## src/odpps_pkg.sv

```systemverilog
package odpps_pkg;
    // pin numbering on the pin vectors
    localparam int NPINS         = 14;
    localparam int BIT_LO        = 0;
    localparam int P0_LO         = 4;
    localparam int P1_LO         = 8;
    localparam int P2_LO         = 12;
    localparam int BIT_W         = 4;
    localparam int NIB_W         = 4;
    localparam int P2_W          = 2;
    // alias pins sit on bit-port bits 2 and 3
    localparam int ALIAS_C_BIT   = 2;
    localparam int ALIAS_K_BIT   = 3;
    // shared pins inside port one
    localparam int TIMER_PIN_BIT = 2;
    localparam int IRQ_PIN_BIT   = 3;
    localparam int ANALOG_IN_ZERO_BIT      = 0;
    localparam int ANALOG_IN_ONE_BIT      = 1;
    // interrupt control register
    localparam int IRQ_CTRL_W    = 4;
    localparam int IRQ_GATE_POS  = 3;
    localparam logic [IRQ_CTRL_W-1:0] IRQ_CTRL_RST = 4'h0;
    // latches come out of reset released, pins float as inputs
    localparam logic [NPINS-1:0] LATCH_RST = 14'h3FFF;
    localparam logic [NPINS-1:0] CFG_RST   = 14'h0000;
    // bit-port bits 0 and 1 own no pull-up and no key-on wakeup
    localparam logic [NPINS-1:0] CFG_MASK  = 14'h3FFC;
endpackage

```

## src/odpps_sync.sv

```systemverilog
`timescale 1ns/1ps
`default_nettype none
module odpps_sync #(
    parameter int W = 14
) (
    input  wire logic         mclk,
    input  wire logic         reset,
    input  wire logic [W-1:0] async_in,
    output var  logic [W-1:0] sync_out
);
    logic [W-1:0] meta_q;
    logic [W-1:0] meta_d;
    logic [W-1:0] sync_d;

    always_comb begin
        meta_d = async_in;
        sync_d = meta_q;
    end

    // released pins read high, so reset to ones
    always_ff @(posedge mclk) begin
        if (reset) begin
            meta_q   <= '1;
            sync_out <= '1;
        end else begin
            meta_q   <= meta_d;
            sync_out <= sync_d;
        end
    end
endmodule
`default_nettype wire

```

## src/odpps_tdiv.sv

```systemverilog
`timescale 1ns/1ps
`default_nettype none
module odpps_tdiv (
    input  wire logic mclk,
    input  wire logic reset,
    input  wire logic src_sel,
    input  wire logic uf_one,
    input  wire logic uf_two,
    output var  logic div_q
);
    logic div_d;

    always_comb begin
        div_d = div_q;
        if (src_sel ? uf_two : uf_one) begin
            div_d = ~div_q;
        end
    end

    // starts high so a fresh output selection leaves the pin released
    always_ff @(posedge mclk) begin
        if (reset) begin
            div_q <= 1'b1;
        end else begin
            div_q <= div_d;
        end
    end
endmodule
`default_nettype wire

```

## src/odpps_top.sv

```systemverilog
`timescale 1ns/1ps
`default_nettype none
module odpps_top (
    input  wire logic                                  mclk,
    input  wire logic                                  reset,
    // pins: 0-3 bit port, 4-7 port zero, 8-11 port one, 12-13 port two
    input  wire logic [odpps_pkg::NPINS-1:0]           pin_in,
    output var  logic [odpps_pkg::NPINS-1:0]           pin_out,
    output var  logic [odpps_pkg::NPINS-1:0]           pin_oe,
    output var  logic [odpps_pkg::NPINS-1:0]           pullup_on,
    // bit port
    input  wire logic                                  bit_wr,
    input  wire logic [1:0]                            bit_idx,
    input  wire logic                                  bit_wdata,
    output var  logic [odpps_pkg::BIT_W-1:0]           bit_port_pins,
    input  wire logic                                  skip_req,
    input  wire logic [1:0]                            skip_idx,
    input  wire logic                                  skip_on_high,
    output var  logic                                  skip_q,
    output var  logic                                  skip_valid_q,
    // single-bit alias ports
    input  wire logic                                  alias_c_wr,
    input  wire logic                                  alias_c_wdata,
    output var  logic                                  alias_c_rdata,
    input  wire logic                                  alias_k_wr,
    input  wire logic                                  alias_k_wdata,
    output var  logic                                  alias_k_rdata,
    // nibble and two-bit ports
    input  wire logic                                  p0_wr,
    input  wire logic [odpps_pkg::NIB_W-1:0]           p0_wdata,
    output var  logic [odpps_pkg::NIB_W-1:0]           nibble_port_zero,
    input  wire logic                                  p1_wr,
    input  wire logic [odpps_pkg::NIB_W-1:0]           p1_wdata,
    output var  logic [odpps_pkg::NIB_W-1:0]           nibble_port_one,
    input  wire logic                                  p2_wr,
    input  wire logic [odpps_pkg::P2_W-1:0]            p2_wdata,
    output var  logic [odpps_pkg::P2_W-1:0]            two_bit_port,
    // pull-up and key-on wakeup enables
    input  wire logic                                  cfg_wr,
    input  wire logic [odpps_pkg::NPINS-1:0]           pullup_wdata,
    input  wire logic [odpps_pkg::NPINS-1:0]           key_wdata,
    output var  logic [odpps_pkg::NPINS-1:0]           key_en_q,
    output var  logic                                  wake_req_q,
    // interrupt control
    input  wire logic                                  irq_ctrl_wr,
    input  wire logic [odpps_pkg::IRQ_CTRL_W-1:0]      irq_ctrl_wdata,
    output var  logic [odpps_pkg::IRQ_CTRL_W-1:0]      irq_control_reg,
    output var  logic                                  ext_irq_q,
    // timer pin
    input  wire logic                                  timer_out_sel,
    input  wire logic                                  timer_src_sel,
    input  wire logic                                  timer1_uf,
    input  wire logic                                  timer2_uf,
    output var  logic                                  timer_evt_q,
    // analog selection
    input  wire logic [1:0]                            adc_sel,
    output var  logic                                  analog_in_zero,
    output var  logic                                  analog_in_one
);
    localparam int NP  = odpps_pkg::NPINS;
    localparam int TMR = odpps_pkg::P1_LO + odpps_pkg::TIMER_PIN_BIT;
    localparam int IRQ = odpps_pkg::P1_LO + odpps_pkg::IRQ_PIN_BIT;
    localparam int PC  = odpps_pkg::BIT_LO + odpps_pkg::ALIAS_C_BIT;
    localparam int PK  = odpps_pkg::BIT_LO + odpps_pkg::ALIAS_K_BIT;

    logic [NP-1:0]  pin_s;
    logic           tdiv_q;

    logic [NP-1:0]  latch_q;
    logic [NP-1:0]  latch_d;
    logic [NP-1:0]  pu_d;
    logic [NP-1:0]  key_d;
    logic [NP-1:0]  oe_d;
    logic [odpps_pkg::IRQ_CTRL_W-1:0] irq_ctrl_d;

    logic           tmr_prev_q;
    logic           skip_d;
    logic           skip_valid_d;
    logic           wake_d;
    logic           ext_irq_d;
    logic           tmr_evt_d;

    // every pin level crosses in through two flops
    odpps_sync #(
        .W        (NP)
    ) u_sync (
        .mclk     (mclk),
        .reset    (reset),
        .async_in (pin_in),
        .sync_out (pin_s)
    );

    odpps_tdiv u_tdiv (
        .mclk    (mclk),
        .reset   (reset),
        .src_sel (timer_src_sel),
        .uf_one  (timer1_uf),
        .uf_two  (timer2_uf),
        .div_q   (tdiv_q)
    );

    // output latches and configuration
    always_comb begin
        latch_d    = latch_q;
        pu_d       = pullup_on;
        key_d      = key_en_q;
        irq_ctrl_d = irq_control_reg;
        if (bit_wr) begin
            latch_d[odpps_pkg::BIT_LO + int'(bit_idx)] = bit_wdata;
        end
        // alias writes land on the same latch as the bit port
        if (alias_c_wr) begin
            latch_d[PC] = alias_c_wdata;
        end
        if (alias_k_wr) begin
            latch_d[PK] = alias_k_wdata;
        end
        if (p0_wr) begin
            latch_d[odpps_pkg::P0_LO +: odpps_pkg::NIB_W] = p0_wdata;
        end
        if (p1_wr) begin
            latch_d[odpps_pkg::P1_LO +: odpps_pkg::NIB_W] = p1_wdata;
        end
        if (p2_wr) begin
            latch_d[odpps_pkg::P2_LO +: odpps_pkg::P2_W] = p2_wdata;
        end
        if (cfg_wr) begin
            pu_d  = pullup_wdata & odpps_pkg::CFG_MASK;
            key_d = key_wdata & odpps_pkg::CFG_MASK;
        end
        if (irq_ctrl_wr) begin
            irq_ctrl_d = irq_ctrl_wdata;
        end
    end

    // open-drain drive: a pin is pulled low only, never driven high
    always_comb begin
        oe_d = ~latch_d;
        // timer output halves the underflow rate; latch 0 still wins
        if (timer_out_sel && !tdiv_q) begin
            oe_d[TMR] = 1'b1;
        end
    end

    // input side: skip, wakeup, interrupt, event count
    always_comb begin
        skip_valid_d = skip_req;
        skip_d       = 1'b0;
        if (skip_req) begin
            skip_d = pin_s[odpps_pkg::BIT_LO + int'(skip_idx)]
                     == skip_on_high;
        end
        // pull-up advice for keyed pins is software's job
        wake_d    = |(~pin_s & key_en_q);
        ext_irq_d = ~pin_s[IRQ]
                    & irq_control_reg[odpps_pkg::IRQ_GATE_POS];
        // counts only while the pin is an input; own output is not counted
        tmr_evt_d = pin_s[TMR] & ~tmr_prev_q & ~timer_out_sel;
    end

    always_ff @(posedge mclk) begin
        if (reset) begin
            latch_q         <= odpps_pkg::LATCH_RST;
            pin_oe          <= '0;
            pin_out         <= '0;
            pullup_on       <= odpps_pkg::CFG_RST;
            key_en_q        <= odpps_pkg::CFG_RST;
            irq_control_reg <= odpps_pkg::IRQ_CTRL_RST;
        end else begin
            latch_q         <= latch_d;
            pin_oe          <= oe_d;
            pin_out         <= '0;
            pullup_on       <= pu_d;
            key_en_q        <= key_d;
            irq_control_reg <= irq_ctrl_d;
        end
    end

    always_ff @(posedge mclk) begin
        if (reset) begin
            skip_q       <= 1'b0;
            skip_valid_q <= 1'b0;
            wake_req_q   <= 1'b0;
            ext_irq_q    <= 1'b0;
            tmr_prev_q   <= 1'b1;
            timer_evt_q  <= 1'b0;
        end else begin
            skip_q       <= skip_d;
            skip_valid_q <= skip_valid_d;
            wake_req_q   <= wake_d;
            ext_irq_q    <= ext_irq_d;
            tmr_prev_q   <= pin_s[TMR];
            timer_evt_q  <= tmr_evt_d;
        end
    end

    // read paths follow the pins whatever alternate function is chosen
    always_ff @(posedge mclk) begin
        if (reset) begin
            bit_port_pins    <= '1;
            alias_c_rdata    <= 1'b1;
            alias_k_rdata    <= 1'b1;
            nibble_port_zero <= '1;
            nibble_port_one  <= '1;
            two_bit_port     <= '1;
            analog_in_zero   <= 1'b0;
            analog_in_one    <= 1'b0;
        end else begin
            bit_port_pins    <= pin_s[odpps_pkg::BIT_LO +: odpps_pkg::BIT_W];
            alias_c_rdata    <= pin_s[PC];
            alias_k_rdata    <= pin_s[PK];
            nibble_port_zero <= pin_s[odpps_pkg::P0_LO +: odpps_pkg::NIB_W];
            nibble_port_one  <= pin_s[odpps_pkg::P1_LO +: odpps_pkg::NIB_W];
            two_bit_port     <= pin_s[odpps_pkg::P2_LO +: odpps_pkg::P2_W];
            analog_in_zero   <= adc_sel[odpps_pkg::ANALOG_IN_ZERO_BIT];
            analog_in_one    <= adc_sel[odpps_pkg::ANALOG_IN_ONE_BIT];
        end
    end
endmodule
`default_nettype wire

```

## config.mk

```make
export PLATFORM = sky130hd
export DESIGN_NAME = odpps_top
export DESIGN_NICKNAME = d
export VERILOG_FILES = /design/src/odpps_pkg.sv /design/src/odpps_sync.sv /design/src/odpps_tdiv.sv /design/src/odpps_top.sv
export SDC_FILE = /design/constraint.sdc
export NUM_CORES = 1
export LEC_CHECK = 0
export ABC_AREA = 1
export BUFFER_PORTS_ARGS = -buffer_cell sky130_fd_sc_hd__buf_2
export CAP_MARGIN = 20
export CELL_PAD_IN_SITES_DETAIL_PLACEMENT = 1
export CELL_PAD_IN_SITES_GLOBAL_PLACEMENT = 1
export CORE_AREA = 2 2 97 136
export CTS_CLUSTER_DIAMETER = 80
export CTS_CLUSTER_SIZE = 28
export DETAILED_ROUTE_END_ITERATION = 6
export DIE_AREA = 0 0 99 138
export PLACE_DENSITY_LB_ADDON = 0.1
export SKIP_LAST_GASP = 1
export SLEW_MARGIN = 20
export SYNTH_ARGS = -nofsm -noshare
export SYNTH_HDL_FRONTEND = slang
export SYNTH_SLANG_ARGS = --single-unit
```

## constraint.sdc

```tcl
create_clock -name mclk -period 0.9 [get_ports mclk]
set_clock_uncertainty 0.1 [all_clocks]
set_input_delay 0 -clock mclk [delete_from_list [all_inputs] [get_ports mclk]]
set_output_delay 0 -clock mclk [all_outputs]
set_load 0.01 [all_outputs]
```

After elaboration in Yosys (flattened, before gate mapping) --
Cells that the tools add are included.
Word-level totals: logic and storage cells 55, flip-flop bits (word level) 109, output and inout bits 83, bits of input ports 81
Cells by class: reductions and logical operators 5, order comparisons 3, equal/unequal tests 1, bitwise logic cells 11, mux-type cells 13
Operators by type and width (count):
- NOT 14 bit | 2
- AND 14 bit | 1
- bitwise mux 14 bit | 1
- 2-to-1 mux 14 bit | 1
- OR reduction 14 bit | 1
- less-than comparator 2 x 5 -> 1 bit (second input constant) | 2
- 2-to-1 mux 4 bit | 2
- 2-to-1 mux 1 bit | 6
- NOT 1 bit | 5
- AND 1 bit | 3
- binary-select mux 1 bit (select 2 bit) | 1
- demux 1 bit (select 2 bit) | 1
- >= comparator 2 x 1 -> 1 bit (second input constant) | 1
- logical AND 1 bit | 2
- 2-to-1 mux 2 bit | 1
- OR reduction 2 bit | 1
- equality test 1 bit | 1
- zero test 1 bit | 1

Longest topological paths before layout --
word-level depth 9, depth in mapped cells 7, gate-level depth less buffers 7

Modules after synthesis --
A second synthesis with hierarchy kept.
Unflattened totals: cell total of the unflattened synthesis 437, area, all modules 3623.5 um2
Modules (own cells, without submodules):
- odpps_top | instances 1, area an instance 2757.6 um2, sequential area each 1541.5 um2, cells each 337
- odpps_sync | instances 1, area an instance 797.0 um2, sequential area each 560.5 um2, cells each 87
- odpps_tdiv | instances 1, area an instance 68.8 um2, sequential area each 20.0 um2, cells each 13

Least setup slack after synthesis --
Ideal clock, no wire load.
path kind flip-flop to flip-flop, start register key_en_q[4] (netlist bit), end register wake_req_q, cell stages (with the launch flop) 7, clock period less this slack 0.884 ns, data required time 0.691 ns, library setup time 0.109 ns, setup slack 0.016 ns, arrival 0.675 ns, buffers on the path 0, path through dfxtp_1 -> nand2_1 -> nand2_1 -> nor2_1 -> nand3_1 -> nand2_1 -> inv_1
On the way: cells in the longest elaborated chain, start to end 2
Ends and longest elaborated chain:
- start: declaration | RTL line odpps_top.sv:42 | output var logic [odpps_pkg::NPINS-1:0] key_en_q,
- start signal: assignment | RTL line odpps_top.sv:167 | key_en_q <= odpps_pkg::CFG_RST;
- start signal: assignment | RTL line odpps_top.sv:174 | key_en_q <= key_d;
- AND 14 bit | RTL line odpps_top.sv:154 | wake_d = |(~pin_s & key_en_q);
- OR reduction 14 bit | RTL line odpps_top.sv:154
- end signal: assignment | RTL line odpps_top.sv:190 | wake_req_q <= wake_d;
- end: declaration | RTL line odpps_top.sv:43 | output var logic wake_req_q,
Every way passes these cells. A chain may end at the register's enable or synchronous reset.

Worst setup path in the final report --
start register key_en_q[5] (netlist bit), end output key_en_q[5] (netlist bit)
No word-level cell between the ends.

==> results.rst <==
.. list-table::
   :header-rows: 1

   * - Metric
     - Value
   * - Status
     - finished with violations
   * - Failing checks
     - negative hold slack, negative setup slack
   * - DR pass1 iterations
     - 4
   * - Antenna violations before repair
     - 0
   * - Top-Level Pins
     - 164
   * - Endpoint kind of the worst setup timing path
     - primary output
   * - Remaining routing DRC violations
     - 0
   * - Buffer type at the clock tree root
     - sky130_fd_sc_hd__clkbuf_16
   * - Synth Instances
     - 404
   * - Critical path cell sequence
     - buf_6 -> buf_6
   * - Finished layout cell area
     - 5900 sq um
   * - Non-filler cells in the finished layout
     - 791
   * - Weighted congestion at the end of routability-driven global placement
     - 0.737
   * - Placed instance area
     - 4460 sq um
   * - Via count of the first global-routing pass
     - 3364
   * - Initial Util
     - 0.282
   * - Proportion of synthesized chip area in sequential cells
     - 0.599
   * - Final Setup Violations
     - 13
   * - Arrival @ worst endpoint
     - 0.89 ns
   * - IR Drop Worst-Case VDD
     - 795 uV
   * - Core Rows
     - 49
   * - Post-CTS clock slew at the launch and capture registers of the worst setup and hold paths
     - 0.07 ns
   * - Number of pins with negative max-slew slack in the final report
     - 0
   * - Worst-path maximum fanout
     - 2
   * - Count of warnings emitted by yosys
     - 0
   * - Number of filler instances in the final layout
     - 1490
   * - Die area
     - 13700 sq um
   * - Worst Hold Margin
     - -0.110 ns
   * - Post-route ant nets
     - 0
   * - Number of flip-flops and latches in the synthesized netlist
     - 106
   * - LEAKAGE
     - 2.92 nW
   * - Number of flops mapped to enable cells by yosys
     - 0
   * - Vias per std cell
     - 4.12
   * - Port-buffer cells
     - 141
   * - Leading area contributor after synthesis
     - sky130_fd_sc_hd__dfxtp_1
   * - Number of antenna diodes
     - 0
   * - Largest stage delay, worst path
     - 0.33 ns
   * - Pin count of the biggest net entering global routing
     - 28
   * - Vias after detailed routing
     - 3259
   * - H-tree lvl count
     - 3
   * - Unrepaired setup endpoints after global routing
     - yes
   * - Detailed-route wire length
     - 10100 um
   * - Total global routing overflow
     - 0
   * - Max-cap violations
     - 0
   * - CTS sink cnt
     - 106
   * - Setup slack of the most critical reg-to-reg path
     - -0.06 ns
   * - Total count of hold-check failures in the final report
     - 7
   * - Share of final-layout standard cells stronger than drive strength 1
     - 0.401
   * - Deepest clock path buffer count
     - 2
   * - Proportion of netlist area held by the largest area contributor
     - 0.599
   * - TritonCTS clock tree
     - built
   * - Die extent in y
     - 138 um
   * - Clock latency on the worst-skew pair
     - 0.34 ns
   * - Minimum period implied by the final worst setup slack
     - 0.992 ns
   * - Global-route wire length before repair
     - 16200 um
   * - Number of cells in the design after placement
     - 702
   * - Die width
     - 99 um
   * - Data required time of the critical path
     - 0.80 ns
   * - Predominant post-synthesis flop cell
     - sky130_fd_sc_hd__dfxtp_1
   * - Proportion of register bits with asynchronous set or reset after synthesis
     - 0
   * - Part of the cycle the worst path needs
     - 1.10
   * - # nets final
     - 714
   * - Most used cell along the critical path
     - sky130_fd_sc_hd__buf_6
   * - Area of the core
     - 12600 sq um
   * - Ranking of synthesized cells by area
     - sky130_fd_sc_hd__dfxtp_1, sky130_fd_sc_hd__nor2_1, sky130_fd_sc_hd__nand2_1
   * - Routed wire per std cell
     - 12.8 um
   * - Highest attainable clock frequency
     - 1010 MHz
   * - Final HPWL from detailed placement
     - 6850 um
   * - Detailed router's first-iteration violation count
     - 33
   * - Critical path's slowest cell
     - sky130_fd_sc_hd__dfxtp_2
   * - Layout area overhead
     - 66.5%
   * - Mean Syn Cell Area
     - 8.76 sq um
   * - Minimum setup slack in the final design
     - -0.0916 ns
   * - Worst setup slack after placement
     - -0.0888 ns
   * - Worst hold path class
     - in2reg
   * - Post-layout utilization of the core
     - 0.469
   * - Power density over the cells
     - 1790 nW/um^2
   * - Number of distinct standard cells referenced by the synthesized netlist
     - 23
   * - Number of buffers created by CTS
     - 9
   * - Kind of start point of the critical path
     - register
   * - Overall Global Routing Usage
     - 0.149
   * - Cell type group with the largest total delay on the critical path
     - flip-flops
   * - Post-synthesis instance area
     - 3540 sq um
   * - Type of the worst setup path
     - reg2out
   * - Critical path buffers and inverters
     - 2
-- cell families after synthesis --
logic type | synth area share
compound gates | 0.0527
simple gates | 0.234
flops | 0.599
buf+inv | 0.113
other cells | 0.00106
-- stage by stage --
stage                     TNS (ns)  total power [mW]  hold WS [ns]
after floorplan                  0              5.70       -0.0230
after global placement     -0.0786              6.15        0.0771
after detailed placement   -0.0888              6.18        0.0811
after CTS                    -1.04              10.7       -0.0828
after global routing         -1.80              11.1       -0.0714
final                       -0.684              10.6        -0.110
-- final cells by class --
type	instances	area [sq um]	share of cell area
multi-input combinational	238	1100	0.187
clock inverter	4	48.8	0.00827
tap	153	191	0.0325
clock buffer	12	256	0.0435
timing repair buffer	235	1950	0.331
sequential	106	2190	0.371
inverter	43	161	0.0274
-- repair_timing --
item,CTS,global route
resized for setup,88,34
buffers inserted,1,0
hold endpoints to repair,76,7
endpoints found under the setup margin,41,75
hold buffers,73,4
pin swaps,4,7
-- cells in the mapped netlist, types with 2 or more instances --
cell                       instances
sky130_fd_sc_hd__nand3b_1          3
sky130_fd_sc_hd__nand3_1          17
sky130_fd_sc_hd__o21ai_0          30
sky130_fd_sc_hd__clkbuf_2          3
sky130_fd_sc_hd__buf_4            23
sky130_fd_sc_hd__nor2_1           64
sky130_fd_sc_hd__inv_2             2
sky130_fd_sc_hd__buf_6             2
sky130_fd_sc_hd__or2_1            23
sky130_fd_sc_hd__dfxtp_1         106
sky130_fd_sc_hd__nand4_1           2
sky130_fd_sc_hd__buf_2             6
sky130_fd_sc_hd__nand2_1          63
sky130_fd_sc_hd__a21oi_1           4
sky130_fd_sc_hd__inv_1            41
sky130_fd_sc_hd__or2_2             8
-- routing by layer --
layer	vias up	wire length, um	share of wire	global-route usage
met3	8	448	0.044	0.0319
li1	1650	-	-	-
met2	92	5460	0.54	0.275
met1	1509	4060	0.40	0.164
met4	0	148	0.015	0.0562
met5	-	0	0	0
-- cell usage in the layout (no fill, tap or decap), drive strengths merged --
cell          Yosys  routed
conb              1      18
dlygate4sd3       0      71
dfxtp           106     106
o21bai            1       1
clkbuf            3      12
or2              31      31
nand2            63      63
nor2             65      65
inv              43      44
buf              31     163
bufinv            0       1
nand3            18      18
and2              1       1
nand3b            3       3
o21ai            31      31
nor4              1       1
dlymetal6s4s      0       1
nand4             2       2
clkinv            0       2
a21oi             4       4
-- where the power goes --
| group | leakage (nW) | switching, mW | internal [mW] |
|---|---|---|---|
| clock | 0.153 | 1.73 | 2.31 |
| combinational | 1.88 | 0.616 | 0.811 |
| sequential | 0.882 | 0.125 | 4.98 |
-- worst reg2reg max path: stages (launching register included) --
cell                      delay [ns]
sky130_fd_sc_hd__dfxtp_1        0.33
sky130_fd_sc_hd__inv_2          0.04
sky130_fd_sc_hd__nand2_1        0.05
sky130_fd_sc_hd__nand2_1        0.06
sky130_fd_sc_hd__nor2_1         0.11
sky130_fd_sc_hd__nand3_1        0.08
sky130_fd_sc_hd__nand2_1        0.06
sky130_fd_sc_hd__inv_1          0.03
-- worst paths after layout --
check / start / to / cells after the start
worst max register to register: u_sync.sync_out[10] / wake_req_q / 7
worst max-delay path: key_en_q[5] / key_en_q[5] / 2
worst min-delay path: timer1_uf / u_tdiv.div_q / 4
worst min register to register: u_sync.meta_q[4] / u_sync.sync_out[4] / 1
(Power assumes the default switching activity.)
